## config.mk

```make
export PLATFORM = sky130hd
export DESIGN_NAME = csu_top
export DESIGN_NICKNAME = d
export VERILOG_FILES = /design/src/pkg/csu_pkg.sv /design/src/pkg/csu_dec_if.sv /design/src/csu_decode.sv /design/src/csu_top.sv /design/src/csu_wait.sv
export SDC_FILE = /design/constraint.sdc
export NUM_CORES = 1
export LEC_CHECK = 0
export BUFFER_PORTS_ARGS = -buffer_cell sky130_fd_sc_hd__buf_2
export CELL_PAD_IN_SITES_DETAIL_PLACEMENT = 1
export CELL_PAD_IN_SITES_GLOBAL_PLACEMENT = 2
export CORE_MARGIN = 3
export CORE_UTILIZATION = 35
export CTS_BUF_LIST = sky130_fd_sc_hd__clkbuf_4
export DETAILED_ROUTE_END_ITERATION = 8
export PLACE_DENSITY_LB_ADDON = 0.2
export SETUP_SLACK_MARGIN = 0.05
export SLEW_MARGIN = 10
export SYNTH_ARGS = -nofsm -noshare
export SYNTH_HDL_FRONTEND = slang
export SYNTH_SLANG_ARGS = --single-unit
```

## constraint.sdc

```tcl
create_clock -name core_clk -period 4.39 [get_ports core_clk]
set_input_delay 0 -clock core_clk [delete_from_list [all_inputs] [get_ports core_clk]]
set_output_delay 0 -clock core_clk [all_outputs]
set_load 0.1 [all_outputs]
```

## src/pkg/csu_pkg.sv

```systemverilog
// Constants, types and register layout shared by the chip-select decoder files.
// Assumes one clock domain with a synchronous active-high reset.
// Functional notes
// - Boot select active on memory cycles when A19:18 are 11 and A17:10 >= bound.
// - Boot register resets to bound FFh, ready honoured, wait count 3.
// - Low select active on memory cycles when A19:18 are 00 and A17:10 < bound.
// - Low register resets to bound 00h and wait count 3.
// - Mid group enabled on memory cycles when A19:13 >= base and the offset from base is below the block size; base has no reset meaning.
// - Ready-ignore clear waits for bus ready; set lets only the wait count decide.
// - At least wait-count wait states go into every cycle that asserts the select.
// - Accessing boot or low register before writing it enables that select.
// - Accessing mid and alternate registers enables the mid selects.
// - Each mid select covers one consecutive quarter of the mid block.
// - Interrupt acknowledge and halt cycles never assert any select.
// - After reset only the boot select is enabled.
package csu_pkg;
	localparam int ADDR_W = 20;
	localparam int DATA_W = 16;
	localparam int REG_ADDR_W = 3;
	localparam logic [REG_ADDR_W-1:0] OFF_BOOT = 3'h0;
	localparam logic [REG_ADDR_W-1:0] OFF_LOW = 3'h1;
	localparam logic [REG_ADDR_W-1:0] OFF_MID = 3'h2;
	localparam logic [REG_ADDR_W-1:0] OFF_ALT = 3'h3;
	localparam logic [REG_ADDR_W-1:0] OFF_STATUS = 3'h4;
	localparam logic [REG_ADDR_W-1:0] OFF_CYCLEN = 3'h5;
	localparam int BOUND_LSB = 6;
	localparam int BOUND_W = 8;
	localparam int BASE_LSB = 9;
	localparam int BASE_W = 7;
	localparam int BSIZE_LSB = 8;
	localparam int BSIZE_W = 7;
	localparam int RDY_IGN_BIT = 2;
	localparam int WAIT_LSB = 0;
	localparam int WAIT_W = 2;
	localparam int CYCLEN_W = 8;
	localparam int ADDR_REGION_LSB = 18;
	localparam int ADDR_BOUND_LSB = 10;
	localparam int ADDR_BASE_LSB = 13;
	localparam logic [1:0] BOOT_REGION = 2'h3;
	localparam logic [1:0] LOW_REGION = 2'h0;
	localparam logic [12:0] MID_PAD = 13'h0000;
	localparam logic [BOUND_W-1:0] BOOT_BOUND_RST = 8'hff;
	localparam logic [BOUND_W-1:0] LOW_BOUND_RST = 8'h00;
	localparam logic [BASE_W-1:0] MID_BASE_RST = 7'h00;
	localparam logic [BSIZE_W-1:0] BSIZE_RST = 7'h00;
	localparam logic [WAIT_W-1:0] WAIT_RST = 2'h3;
	localparam logic RDY_IGN_RST = 1'b0;
	typedef enum logic [2:0] {
		CYC_MEM_READ, CYC_MEM_WRITE, CYC_PREFETCH, CYC_IO_READ,
		CYC_IO_WRITE, CYC_INT_ACK, CYC_HALT, CYC_IDLE
	} csu_cyc_type;
	typedef struct packed {
		logic [BOUND_W-1:0] block_bound_field;
		logic ready_ignore;
		logic [WAIT_W-1:0] wait_count;
	} csu_sel_cfg_type;
	typedef struct packed {
		logic [BASE_W-1:0] block_base_field;
		logic ready_ignore;
		logic [WAIT_W-1:0] wait_count;
	} csu_mid_cfg_type;
endpackage

```

## src/pkg/csu_dec_if.sv

```systemverilog
// Decode request and result between the select control and the address decoder.
// Assumes the decoder is purely combinational.
`timescale 1ns/1ps

interface csu_dec_if;
	import csu_pkg::*;
	logic [ADDR_W-1:0] addr;
	logic mem_cycle;
	logic boot_en;
	logic low_en;
	logic mid_en;
	logic [BOUND_W-1:0] boot_bound;
	logic [BOUND_W-1:0] low_bound;
	logic [BASE_W-1:0] mid_base;
	logic [BSIZE_W-1:0] mid_size;
	logic boot_hit;
	logic low_hit;
	logic [3:0] mid_hit;
	modport ctrl(output addr, mem_cycle, boot_en, low_en, mid_en, boot_bound, low_bound,
		mid_base, mid_size, input boot_hit, low_hit, mid_hit);
	modport dec(input addr, mem_cycle, boot_en, low_en, mid_en, boot_bound, low_bound,
		mid_base, mid_size, output boot_hit, low_hit, mid_hit);
endinterface

```

## src/csu_decode.sv

```systemverilog
// Address decoder for the boot, low and mid selects.
// Assumes the caller gates the result with its own cycle acceptance.
`timescale 1ns/1ps

module csu_decode
	import csu_pkg::*;
(
	// Decode request and result.
	csu_dec_if.dec dif
);

	function automatic logic [1:0] quarter_of(input logic [ADDR_W-1:0] off,
		input logic [ADDR_W-1:0] span);
		logic [ADDR_W-1:0] q1;
		logic [ADDR_W-1:0] q2;
		q1 = span >> 2;
		q2 = span >> 1;
		if (off >= q1 + q2) return 2'h3;
		if (off >= q2) return 2'h2;
		if (off >= q1) return 2'h1;
		return 2'h0;
	endfunction

	logic [ADDR_W-1:0] mid_off;
	logic [ADDR_W-1:0] mid_span;
	logic mid_in;

	// Comparing offsets rather than dividing keeps quarters exact for any block size.
	always_comb begin
		mid_off = dif.addr - {dif.mid_base, MID_PAD};
		mid_span = {dif.mid_size, MID_PAD};
		mid_in = dif.mem_cycle & dif.mid_en & (mid_off < mid_span)
			& (dif.addr[ADDR_BASE_LSB +: BASE_W] >= dif.mid_base);
		dif.boot_hit = dif.mem_cycle & dif.boot_en
			& (dif.addr[ADDR_REGION_LSB +: 2] == BOOT_REGION)
			& (dif.addr[ADDR_BOUND_LSB +: BOUND_W] >= dif.boot_bound);
		dif.low_hit = dif.mem_cycle & dif.low_en
			& (dif.addr[ADDR_REGION_LSB +: 2] == LOW_REGION)
			& (dif.addr[ADDR_BOUND_LSB +: BOUND_W] < dif.low_bound);
		dif.mid_hit = 4'h0;
		if (mid_in) begin
			dif.mid_hit[quarter_of(mid_off, mid_span)] = 1'b1;
		end
	end
endmodule

```

## src/csu_top.sv

```systemverilog
// Chip-select decoder: select registers, enables and bus cycle sequencing.
// Assumes the processor presents one bus cycle at a time, marked by a start
// pulse, and that the register port and the bus share core_clk.
//
// Design decisions made here: the plain strobed port and the register addresses.
`timescale 1ns/1ps

module csu_top
	import csu_pkg::*;
(
	// Clock and reset.
	input wire logic core_clk,
	input wire logic srst,
	// Register port.
	input wire logic [REG_ADDR_W-1:0] reg_addr,
	input wire logic [DATA_W-1:0] reg_wdata,
	input wire logic reg_wr,
	input wire logic reg_rd,
	output logic [DATA_W-1:0] reg_rdata,
	// Bus cycle from the processor.
	input wire logic cyc_start,
	input wire logic [ADDR_W-1:0] cyc_addr,
	input wire csu_cyc_type cyc_type,
	input wire logic bus_ready,
	output logic cyc_done,
	// Select outputs.
	output logic boot_mem_select_n,
	output logic low_mem_select_n,
	output logic [3:0] mid_mem_select_n
);

	typedef struct packed {
		csu_sel_cfg_type boot_cfg;
		csu_sel_cfg_type low_cfg;
		csu_mid_cfg_type mid_cfg;
		logic [BSIZE_W-1:0] mid_size;
		logic boot_en;
		logic low_en;
		logic mid_touched;
		logic alt_touched;
		logic in_cycle;
		logic boot_sel_n;
		logic low_sel_n;
		logic [3:0] mid_sel_n;
		logic [CYCLEN_W-1:0] run_len;
		logic [CYCLEN_W-1:0] last_len;
		logic [DATA_W-1:0] rdata;
	} csu_top_state_type;

	localparam csu_top_state_type RESET_STATE = '{
		boot_cfg: '{
			block_bound_field: BOOT_BOUND_RST,
			ready_ignore: RDY_IGN_RST,
			wait_count: WAIT_RST
		},
		low_cfg: '{
			block_bound_field: LOW_BOUND_RST,
			ready_ignore: RDY_IGN_RST,
			wait_count: WAIT_RST
		},
		mid_cfg: '{
			block_base_field: MID_BASE_RST,
			ready_ignore: RDY_IGN_RST,
			wait_count: WAIT_RST
		},
		mid_size: BSIZE_RST,
		boot_en: 1'b1,
		low_en: 1'b0,
		mid_touched: 1'b0,
		alt_touched: 1'b0,
		in_cycle: 1'b0,
		boot_sel_n: 1'b1,
		low_sel_n: 1'b1,
		mid_sel_n: 4'hf,
		run_len: 8'h00,
		last_len: 8'h00,
		rdata: 16'h0000
	};

	csu_top_state_type st;
	csu_top_state_type next_st;

	csu_dec_if dec_bus ();

	logic accept;
	logic mid_en;
	logic wait_done;
	logic [WAIT_W-1:0] cyc_wait;
	logic cyc_ignore;
	logic [DATA_W-1:0] rd_value;

	function automatic logic [DATA_W-1:0] pack_sel(input csu_sel_cfg_type c);
		logic [DATA_W-1:0] v;
		v = '0;
		v[BOUND_LSB +: BOUND_W] = c.block_bound_field;
		v[RDY_IGN_BIT] = c.ready_ignore;
		v[WAIT_LSB +: WAIT_W] = c.wait_count;
		return v;
	endfunction

	function automatic csu_sel_cfg_type unpack_sel(input logic [DATA_W-1:0] d);
		csu_sel_cfg_type c;
		c.block_bound_field = d[BOUND_LSB +: BOUND_W];
		c.ready_ignore = d[RDY_IGN_BIT];
		c.wait_count = d[WAIT_LSB +: WAIT_W];
		return c;
	endfunction

	function automatic logic [DATA_W-1:0] pack_mid(input csu_mid_cfg_type c);
		logic [DATA_W-1:0] v;
		v = '0;
		v[BASE_LSB +: BASE_W] = c.block_base_field;
		v[RDY_IGN_BIT] = c.ready_ignore;
		v[WAIT_LSB +: WAIT_W] = c.wait_count;
		return v;
	endfunction

	function automatic csu_mid_cfg_type unpack_mid(input logic [DATA_W-1:0] d);
		csu_mid_cfg_type c;
		c.block_base_field = d[BASE_LSB +: BASE_W];
		c.ready_ignore = d[RDY_IGN_BIT];
		c.wait_count = d[WAIT_LSB +: WAIT_W];
		return c;
	endfunction

	function automatic logic is_mem_cycle(input csu_cyc_type t);
		case (t)
			CYC_MEM_READ: return 1'b1;
			CYC_MEM_WRITE: return 1'b1;
			CYC_PREFETCH: return 1'b1;
			default: return 1'b0;
		endcase
	endfunction

	// The mid group needs both its own register and the block size register touched.
	assign mid_en = st.mid_touched & st.alt_touched;

	assign dec_bus.addr = cyc_addr;
	assign dec_bus.mem_cycle = is_mem_cycle(cyc_type);
	assign dec_bus.boot_en = st.boot_en;
	assign dec_bus.low_en = st.low_en;
	assign dec_bus.mid_en = mid_en;
	assign dec_bus.boot_bound = st.boot_cfg.block_bound_field;
	assign dec_bus.low_bound = st.low_cfg.block_bound_field;
	assign dec_bus.mid_base = st.mid_cfg.block_base_field;
	assign dec_bus.mid_size = st.mid_size;

	csu_decode u_decode (
		.dif(dec_bus)
	);

	// A start that overlaps a running cycle is dropped, so the selects and the
	// wait engine always describe exactly one cycle.
	assign accept = cyc_start & ~st.in_cycle;

	// Overlapping ranges are a programming fault; the boot select then sets the
	// timing, then the low select, then the mid group.
	always_comb begin
		cyc_wait = 2'h0;
		cyc_ignore = 1'b0;
		if (dec_bus.boot_hit) begin
			cyc_wait = st.boot_cfg.wait_count;
			cyc_ignore = st.boot_cfg.ready_ignore;
		end else if (dec_bus.low_hit) begin
			cyc_wait = st.low_cfg.wait_count;
			cyc_ignore = st.low_cfg.ready_ignore;
		end else if (dec_bus.mid_hit != 4'h0) begin
			cyc_wait = st.mid_cfg.wait_count;
			cyc_ignore = st.mid_cfg.ready_ignore;
		end
	end

	csu_wait u_wait (
		.core_clk(core_clk),
		.srst(srst),
		.start(accept),
		.wait_count(cyc_wait),
		.ready_ignore(cyc_ignore),
		.bus_ready(bus_ready),
		.done(wait_done)
	);

	// Reserved bits are not stored and read back as zero.
	always_comb begin
		rd_value = '0;
		case (reg_addr)
			OFF_BOOT: begin
				rd_value = pack_sel(st.boot_cfg);
			end
			OFF_LOW: begin
				rd_value = pack_sel(st.low_cfg);
			end
			OFF_MID: begin
				rd_value = pack_mid(st.mid_cfg);
			end
			OFF_ALT: begin
				rd_value[BSIZE_LSB +: BSIZE_W] = st.mid_size;
			end
			OFF_STATUS: begin
				rd_value[0] = st.boot_en;
				rd_value[1] = st.low_en;
				rd_value[2] = mid_en;
				rd_value[3] = st.in_cycle;
				rd_value[4] = ~st.boot_sel_n;
				rd_value[5] = ~st.low_sel_n;
				rd_value[9:6] = ~st.mid_sel_n;
			end
			OFF_CYCLEN: begin
				rd_value[CYCLEN_W-1:0] = st.last_len;
			end
			default: begin
				rd_value = '0;
			end
		endcase
	end

	always_comb begin
		next_st = st;
		next_st.rdata = '0;

		if (reg_wr) begin
			case (reg_addr)
				OFF_BOOT: begin
					next_st.boot_cfg = unpack_sel(reg_wdata);
					next_st.boot_en = 1'b1;
				end
				OFF_LOW: begin
					next_st.low_cfg = unpack_sel(reg_wdata);
					next_st.low_en = 1'b1;
				end
				OFF_MID: begin
					next_st.mid_cfg = unpack_mid(reg_wdata);
					next_st.mid_touched = 1'b1;
				end
				OFF_ALT: begin
					next_st.mid_size = reg_wdata[BSIZE_LSB +: BSIZE_W];
					next_st.alt_touched = 1'b1;
				end
				default: begin
					next_st.boot_en = st.boot_en;
				end
			endcase
		end

		// A read alone also enables a select, with whatever its fields hold.
		if (reg_rd) begin
			next_st.rdata = rd_value;
			case (reg_addr)
				OFF_BOOT: begin
					next_st.boot_en = 1'b1;
				end
				OFF_LOW: begin
					next_st.low_en = 1'b1;
				end
				OFF_MID: begin
					next_st.mid_touched = 1'b1;
				end
				OFF_ALT: begin
					next_st.alt_touched = 1'b1;
				end
				default: begin
					next_st.boot_en = st.boot_en;
				end
			endcase
		end

		if (accept) begin
			next_st.in_cycle = 1'b1;
			next_st.boot_sel_n = ~dec_bus.boot_hit;
			next_st.low_sel_n = ~dec_bus.low_hit;
			next_st.mid_sel_n = ~dec_bus.mid_hit;
			next_st.run_len = 8'h01;
		end else if (st.in_cycle) begin
			if (st.run_len != 8'hff) begin
				next_st.run_len = st.run_len + 8'h01;
			end
			if (wait_done) begin
				next_st.in_cycle = 1'b0;
				next_st.boot_sel_n = 1'b1;
				next_st.low_sel_n = 1'b1;
				next_st.mid_sel_n = 4'hf;
				next_st.last_len = st.run_len;
			end
		end
	end

	// Reset leaves only the boot select live, with its documented defaults.
	always_ff @(posedge core_clk) begin
		if (srst) begin
			st <= RESET_STATE;
		end else begin
			st <= next_st;
		end
	end

	assign reg_rdata = st.rdata;
	assign cyc_done = wait_done;
	assign boot_mem_select_n = st.boot_sel_n;
	assign low_mem_select_n = st.low_sel_n;
	assign mid_mem_select_n = st.mid_sel_n;
endmodule

```

## src/csu_wait.sv

```systemverilog
// Wait-state engine: counts programmed wait states, then waits for ready if needed.
// Assumes start arrives only while the engine is idle.
`timescale 1ns/1ps

module csu_wait
	import csu_pkg::*;
(
	// Clock and reset.
	input wire logic core_clk,
	input wire logic srst,
	// Cycle control.
	input wire logic start,
	input wire logic [WAIT_W-1:0] wait_count,
	input wire logic ready_ignore,
	input wire logic bus_ready,
	output logic done
);

	typedef struct packed {
		logic busy;
		logic ignore;
		logic [WAIT_W-1:0] remain;
		logic done;
	} csu_wait_state_type;

	csu_wait_state_type st;
	csu_wait_state_type next_st;

	always_comb begin
		next_st = st;
		next_st.done = 1'b0;
		if (start) begin
			next_st.busy = 1'b1;
			next_st.ignore = ready_ignore;
			next_st.remain = wait_count;
		end else if (st.busy) begin
			if (st.remain != 2'h0) begin
				next_st.remain = st.remain - 1'b1;
			end else if (st.ignore || bus_ready) begin
				next_st.busy = 1'b0;
				next_st.done = 1'b1;
			end
		end
	end

	always_ff @(posedge core_clk) begin
		if (srst) begin
			st <= '0;
		end else begin
			st <= next_st;
		end
	end

	assign done = st.done;
endmodule

```

### Word level (Yosys, flattened, before mapping)

Index checks and enable logic that the tools add are counted.
Widths: inputs -> output; s select.

| word-level totals | value |
|---|---|
| logic and storage cells | 152 |
| output and inout port bits | 23 |
| bits in registers | 87 |

| cells by class | value |
|---|---|
| equal/unequal tests | 10 |
| add/sub/neg operators | 4 |
| reduce and logical (&&, ||, !) cells | 27 |
| muxes and demuxes | 53 |
| magnitude comparators | 9 |
| bitwise operators | 22 |

Operators by type and width:

| kind | count |
|---|---|
| $pmux 8 s5 | 1 |
| $mux 1 | 27 |
| $mux 2 | 12 |
| $mux 23 | 1 |
| $add 18x19->20 | 1 |
| $ge 20x18->1 | 1 |
| $ge 20x19->1 | 1 |
| $ge 20x20->1 | 1 |
| $lt 20x20->1 | 1 |
| $pmux 5 s4 | 1 |
| $sub 20x20->20 | 1 |
| $mux 8 | 2 |
| $reduce_and 2->1 | 8 |
| $mux 15 | 1 |
| $mux 4 | 3 |
| $reduce_bool 2->1 | 6 |
| $and 1x1->1 | 11 |
| $pmux 2 s5 | 1 |
| $eq 3x2->1 const B | 3 |
| $not 1->1 | 9 |
| $reduce_or 3->1 | 3 |
| $add 8x1->8 const B | 1 |
| $ge 8x8->1 | 1 |
| $lt 8x8->1 | 1 |
| other kinds (22) | 27 |

### Depth between registers and ports, before layout

| logic depth | value |
|---|---|
| word-level depth | 26 |
| mapped depth | 16 |

### Modules after synthesis

Synthesis repeated with hierarchy kept, for this count alone.

| second synthesis, totals | value |
|---|---|
| cell total of the unflattened synthesis | 647 |
| area total of the unflattened synthesis | 5571.6 um^2 |

By module, submodules not included:

| module | cells each | times used | sequential area each (um^2) | area an instance (um^2) |
|---|---|---|---|---|
| csu_top | 401 | 1 | 1641.6 | 3609.7 |
| csu_decode | 223 | 1 | 0.0 | 1745.4 |
| csu_wait | 23 | 1 | 100.1 | 216.5 |

### Least setup slack after synthesis

Ideal clock, no wire load.

| timing path | value |
|---|---|
| kind | reg-to-reg |
| start point | register st, in the netlist dec_bus.mid_base[1] |
| end point | register st, in the netlist mid_mem_select_n[0] |
| stages on the path, launching flop included | 15 |
| path slack | 1067 ps |
| arrival time | 3207 ps |
| library setup time | 117 ps |
| buffers on the path | 0 |
| cells stage by stage | dfxtp_1 > inv_1 > ha_1 > nor2b_1 > o31a_1 > o311a_1 > nor2_1 > ha_1 > nand3_1 > nand2_1 > a2111oi_0 > o211ai_1 > a311o_1 > or3_1 > o22a_1 |

| on the way | value |
|---|---|
| longest elaborated chain between the ends | 17 |

RTL lines:

| element | line | text |
|---|---|---|
| from (decl) | csu_top.sv:80 | `csu_top_state_type st;` |
| from (signal assigned) | csu_top.sv:292 | `st <= next_st;` |
| $sub 20x20->20 | csu_decode.sv:30 | `mid_off = dif.addr - {dif.mid_base, MID_PAD};` |
| $ge 20x18->1 | csu_decode.sv:20 | `if (off >= q1) return 2'h1;` |
| $mux 1 (2 in a row) | csu_decode.sv:20 |  |
| $mux 1 | csu_decode.sv:19 | `if (off >= q2) return 2'h2;` |
| $mux 1 | csu_decode.sv:41 | `if (mid_in) begin` |
| $mux 2 | csu_decode.sv:21 | `return 2'h0;` |
| $mux 2 | csu_decode.sv:20 |  |
| $mux 2 | csu_decode.sv:19 |  |
| $mux 2 | csu_decode.sv:41 |  |
| $lt 2x3->1 (not written as such) / $ge 2x1->1 (equally long branches) | csu_decode.sv:42 | `dif.mid_hit[quarter_of(mid_off, mid_span)] = 1'b1;` |
| $logic_and 1x1->1 (not written as such) | csu_decode.sv:42 |  |
| $mux 1 (not written as such) | csu_decode.sv:42 |  |
| $demux 1 s2 | -- |  |
| $mux 4 (*) | csu_decode.sv:41 |  |
| $not 4->4 (*) | csu_top.sv:271 | `next_st.mid_sel_n = ~dec_bus.mid_hit;` |
| $mux 15 (*) | csu_top.sv:267 | `if (accept) begin` |

Every way passes the cells marked *; elsewhere a longest branch is shown, timed or not. The select of a mux whose other input is x is not followed.
A chain may end at the register's enable or synchronous reset.

### Worst setup path after layout

| timing path | value |
|---|---|
| start point | register st, in the netlist dec_bus.mid_base[0] |
| end point | register st, in the netlist mid_mem_select_n[0] |

Same word-level chain as after synthesis.

==> flow_results.xml <==
<?xml version="1.0" encoding="UTF-8"?>
<metrics>
  <group name="outcome">
    <metric name="run_status" unit="">finished clean</metric>
  </group>
  <group name="routing">
    <metric name="vias" unit="">4746</metric>
    <metric name="first_iter_violations" unit="">265</metric>
    <metric name="post_drt_via_cell_ratio" unit="">5.418</metric>
    <metric name="post-route-drc-count" unit="">0</metric>
    <metric name="detail_route.first_pass.iterations" unit="">4</metric>
    <metric name="postRouteWirelength" unit="mm">16.60</metric>
    <metric name="route.detailed.wl_per_inst" unit="microns">18.95</metric>
    <metric name="drt.antenna.violating_nets" unit="">0</metric>
  </group>
  <group name="yosys">
    <metric name="proportion_of_synthesized_flip_flops_having_asynchronous_set_or_reset" unit="%">0</metric>
    <metric name="mappedNetlistArea" unit="sq um">5141</metric>
    <metric name="synth_xor_area_share" unit="%">2.215</metric>
    <metric name="ys_seq_area_share" unit="%">33.88</metric>
    <metric name="synth_cell_types" unit="">56</metric>
    <metric name="synth-edff-count" unit="">0</metric>
    <metric name="yosys.area_share.simple" unit="%">19.08</metric>
    <metric name="yosys_warnings" unit="">0</metric>
    <metric name="syn-instance-count" unit="">632</metric>
    <metric name="synth_nets" unit="">740</metric>
    <metric name="synth-seq-cells" unit="">87</metric>
    <metric name="synth_compound_area_share" unit="%">20.22</metric>
    <metric name="yosysTopAreaCellShare" unit="%">33.88</metric>
    <metric name="synth_adder_area_share" unit="%">14.89</metric>
    <metric name="muxShareOfSynthArea" unit="%">1.898</metric>
    <metric name="syn-mean-instance-area" unit="sq um">8.135</metric>
    <metric name="dominantRegCellSynth" unit="">sky130_fd_sc_hd__dfxtp_1</metric>
    <metric name="yosys.area.top_type" unit="">sky130_fd_sc_hd__dfxtp_1</metric>
    <metric name="post_synth_main_area_contributors" unit="">sky130_fd_sc_hd__dfxtp_1, sky130_fd_sc_hd__ha_1, sky130_fd_sc_hd__nand2_1, sky130_fd_sc_hd__a21oi_1, sky130_fd_sc_hd__nor2_1</metric>
    <metric name="combinational_family_with_the_most_area_after_synthesis" unit="">compound AO/OA/AOI/OAI gates</metric>
  </group>
  <group name="cells_and_area">
    <metric name="layout-drive-gt1-share" unit="%">13.65</metric>
    <metric name="post_layout_utilization_of_the_core" unit="%">41.12</metric>
    <metric name="relative_area_change_from_synthesis_to_final_layout" unit="%">13.17</metric>
    <metric name="number_of_nets_in_the_layout" unit="">799</metric>
    <metric name="fill_count" unit="">1760</metric>
    <metric name="antennaDiodeCount" unit="">0</metric>
  </group>
  <group name="clock_network">
    <metric name="cts.reportedPaths.clkPinSlew" unit="ns">0.15</metric>
    <metric name="cts_buffer_count" unit="">9</metric>
    <metric name="clock_insertion_delay_at_the_later_pin_of_the_skew_report" unit="ns">0.48</metric>
    <metric name="clk_path_buf_depth" unit="">2</metric>
    <metric name="sinks_on_the_clock_net" unit="">87</metric>
    <metric name="ctsRootBufferMaster" unit="">sky130_fd_sc_hd__clkbuf_4</metric>
    <metric name="postCtsSetupBuffers" unit="">0</metric>
    <metric name="cts_tree" unit="">done</metric>
    <metric name="h_tree_level_count" unit="">3</metric>
  </group>
  <group name="placed_design">
    <metric name="port_buffers" unit="">67</metric>
    <metric name="hpwlAfterDp" unit="mm">12.65</metric>
    <metric name="routabilityCongestion" unit="">0.8268</metric>
  </group>
  <group name="critical_path">
    <metric name="worstSetupEndpointType" unit="">flip-flop</metric>
    <metric name="reg2regPathDepth" unit="">15</metric>
    <metric name="minimum_setup_slack_among_reg_to_reg_paths" unit="ns">0.68</metric>
    <metric name="crit_type" unit="">flip-flop to flip-flop</metric>
    <metric name="critPathRequiredTime" unit="ns">4.78</metric>
    <metric name="timing.critical_path.from_type" unit="">flip-flop</metric>
    <metric name="worstPathMaxFanout" unit="">3</metric>
    <metric name="arrival" unit="ns">4.10</metric>
  </group>
  <group name="global_routing">
    <metric name="pin_count_of_the_biggest_net_entering_global_routing" unit="">44</metric>
    <metric name="grt_antenna_before_repair" unit="">0</metric>
    <metric name="gr-total-overflow" unit="">0</metric>
    <metric name="grt_pass1_wl" unit="mm">26.39</metric>
    <metric name="groute.usage.overall" unit="%">20.96</metric>
    <metric name="grt_pass1_vias" unit="">4957</metric>
  </group>
  <group name="sta">
    <metric name="tns" unit="ns">0</metric>
    <metric name="worst_clock_skew" unit="ns">0.01773</metric>
    <metric name="setup-violations-final" unit="">0</metric>
    <metric name="fmax" unit="GHz">0.2699</metric>
    <metric name="rsz0062_at_grt" unit="">false</metric>
    <metric name="min_period_over_period" unit="%">84.41</metric>
    <metric name="timing_hold_violations_final" unit="">0</metric>
    <metric name="timing.max_slew.rel_slack" unit="%">40.41</metric>
    <metric name="fin_crit" unit="ns">3.705</metric>
    <metric name="worst_pin_slew" unit="ns">0.8939</metric>
    <metric name="timing_max_transition_violations_final" unit="">0</metric>
  </group>
  <group name="die">
    <metric name="placeableCoreArea" unit="sq um">14150</metric>
    <metric name="initial_standard_cell_utilization_of_the_core" unit="%">36.33</metric>
    <metric name="die_w" unit="microns">127.2</metric>
    <metric name="ios" unit="">71</metric>
    <metric name="fp.dieH" unit="microns">127.2</metric>
    <metric name="dieArea" unit="sq um">16180</metric>
    <metric name="number_of_core_rows" unit="">43</metric>
  </group>
  <group name="job">
    <metric name="max_cap_viol_count" unit="">0</metric>
  </group>
  <group name="power_and_ir_drop">
    <metric name="powerDensity" unit="nW/um^2">267.0</metric>
    <metric name="power.ir.vdd_worst" unit="uV">97.70</metric>
    <metric name="power_leakage" unit="nW">2.374</metric>
  </group>
  <group name="hold_path">
    <metric name="min_path_cells" unit="">6</metric>
    <metric name="worst_hold_path_type" unit="">input pin to flip-flop</metric>
  </group>
</metrics>
[final timing paths]
kind	start	to
max	dec_bus.mid_base[0]	mid_mem_select_n[0]
min	cyc_type[2]	mid_mem_select_n[3]
max reg2reg	dec_bus.mid_base[0]	mid_mem_select_n[0]
min reg2reg	st[22]	st[22]
[stage by stage]
step / hold WS, ns / worst slack (ns) / cell area [sq um] / power (mW) / instances
2_1_floorplan: 0.1102 / 1.067 / 5141 / 1.030 / 632
3_3_place_gp: 0.2260 / 0.7731 / 5488 / 1.115 / 839
3_5_place_dp: 0.2286 / 0.6931 / 5488 / 1.126 / 839
4_1_cts: 0.09190 / 0.6977 / 5818 / 1.572 / 876
5_1_grt: 0.1183 / 0.4311 / 5818 / 1.641 / 876
6_report: 0.1137 / 0.6845 / 5818 / 1.554 / 876
[logic make-up after synthesis]
logic type | after synthesis
AND/OR/NAND/NOR | 221
AO/OA/AOI/OAI | 159
flip-flops | 87
XOR/XNOR | 13
multiplexers | 6
buffers and inverters | 86
adder cells (fa/ha/maj) | 60
[cells in the mapped netlist, drive strengths merged (3+ instances only)]
cell type and instances:
o21a 4, dfxtp 87, buf 25, a31oi 4, xor2 8, nand4 8
nor2b 6, a21oi 64, nor2 44, a211oi 5, o31ai 3, xnor2 5
a32o 3, or2 3, ha 58, a21o 7, nand2 105, a22oi 14
o21ai 18, clkbuf 19, mux4 3, nand2b 7, and3 4, mux2i 3
inv 42, nand3 21, nor3 10, a2111oi 3, a22o 3, and2 5
o211ai 11
[repair_timing]
item / CTS / global route
resized for setup: 0 / 0
endpoints found under the setup margin: 0 / 0
hold endpoints to repair: 55 / 0
hold buffers: 21 / 0
[routing by layer]
| metal | track usage, % | up-vias | routed length [microns] |
|---|---|---|---|
| met5 | 0 | - | 0 |
| met4 | 5.363 | 0 | 148 |
| met3 | 4.181 | 11 | 747 |
| met2 | 34.40 | 101 | 7782 |
| met1 | 28.32 | 2313 | 7921 |
| li1 | - | 2321 | - |
[layout by cell type (no fill, tap or decap), types with 3 or more instances in the layout]
| cell type | netlist | final |
|---|---|---|
| sky130_fd_sc_hd__buf_4 | 20 | 4 |
| sky130_fd_sc_hd__and3_1 | 4 | 4 |
| sky130_fd_sc_hd__ha_1 | 58 | 58 |
| sky130_fd_sc_hd__or2_2 | 3 | 3 |
| sky130_fd_sc_hd__mux2i_1 | 3 | 3 |
| sky130_fd_sc_hd__o31ai_1 | 3 | 3 |
| sky130_fd_sc_hd__nand2b_1 | 7 | 7 |
| sky130_fd_sc_hd__mux4_2 | 3 | 3 |
| sky130_fd_sc_hd__a32o_1 | 3 | 3 |
| sky130_fd_sc_hd__a31oi_1 | 4 | 4 |
| sky130_fd_sc_hd__clkbuf_4 | 0 | 10 |
| sky130_fd_sc_hd__and2_1 | 5 | 5 |
| sky130_fd_sc_hd__a2111oi_0 | 3 | 3 |
| sky130_fd_sc_hd__nor2b_1 | 6 | 6 |
| sky130_fd_sc_hd__xnor2_1 | 5 | 5 |
| sky130_fd_sc_hd__o21a_1 | 4 | 4 |
| sky130_fd_sc_hd__nor2_1 | 44 | 44 |
| sky130_fd_sc_hd__buf_2 | 3 | 67 |
| sky130_fd_sc_hd__dfxtp_1 | 87 | 87 |
| sky130_fd_sc_hd__nand4_1 | 8 | 8 |
| sky130_fd_sc_hd__nand2_1 | 105 | 105 |
| sky130_fd_sc_hd__xor2_1 | 8 | 8 |
| sky130_fd_sc_hd__a22oi_1 | 14 | 14 |
| sky130_fd_sc_hd__a22o_1 | 3 | 3 |
| sky130_fd_sc_hd__inv_1 | 42 | 42 |
| sky130_fd_sc_hd__nor3_1 | 10 | 10 |
| sky130_fd_sc_hd__a21oi_1 | 63 | 63 |
| sky130_fd_sc_hd__o21ai_0 | 18 | 18 |
| sky130_fd_sc_hd__o211ai_1 | 11 | 11 |
| sky130_fd_sc_hd__dlygate4sd3_1 | 0 | 21 |
| sky130_fd_sc_hd__nand3_1 | 21 | 21 |
| sky130_fd_sc_hd__a21o_1 | 6 | 6 |
| sky130_fd_sc_hd__a211oi_1 | 4 | 4 |
[state kept, by name (all words and copies together) (netlist names)]
register and flops:
st 28, reg_rdata 16, dec_bus.boot_bound 8, dec_bus.low_bound 8, dec_bus.mid_base 7, dec_bus.mid_size 7
mid_mem_select_n 4, u_wait.st 4, boot_mem_select_n 1, dec_bus.boot_en 1, dec_bus.low_en 1, low_mem_select_n 1
u_wait.done 1
[worst max-delay path, stage by stage, from the launching register on]
cell and delay (ns):
sky130_fd_sc_hd__dfxtp_1 0.39, sky130_fd_sc_hd__ha_1 0.19, sky130_fd_sc_hd__inv_1 0.06, sky130_fd_sc_hd__fa_1 0.44
sky130_fd_sc_hd__a211oi_2 0.25, sky130_fd_sc_hd__o21bai_1 0.11, sky130_fd_sc_hd__a21oi_2 0.15, sky130_fd_sc_hd__xnor2_1 0.21
sky130_fd_sc_hd__ha_1 0.33, sky130_fd_sc_hd__nand3_1 0.09, sky130_fd_sc_hd__nand2_1 0.05, sky130_fd_sc_hd__a2111oi_0 0.31
sky130_fd_sc_hd__o211ai_1 0.21, sky130_fd_sc_hd__a311o_1 0.35, sky130_fd_sc_hd__or3_1 0.32, sky130_fd_sc_hd__o22a_1 0.16
[layout make-up]
| class | count | area (sq um) | area share (%) |
|---|---|---|---|
| timing repair buffer | 92 | 575.6 | 9.892 |
| inverter | 42 | 157.7 | 2.710 |
| clock buffer | 10 | 75.07 | 1.290 |
| sequential | 87 | 1742 | 29.94 |
| clock inverter | 6 | 45.04 | 0.7742 |
| multi-input combinational | 459 | 2998 | 51.53 |
| tap | 180 | 225.2 | 3.871 |
[report_power, final]
group / switching (mW) / internal (mW)
Sequential: 0.0149 / 0.807
Combinational: 0.186 / 0.116
Clock: 0.306 / 0.124
Total: 0.507 / 1.05
(Power assumes the default switching activity.)
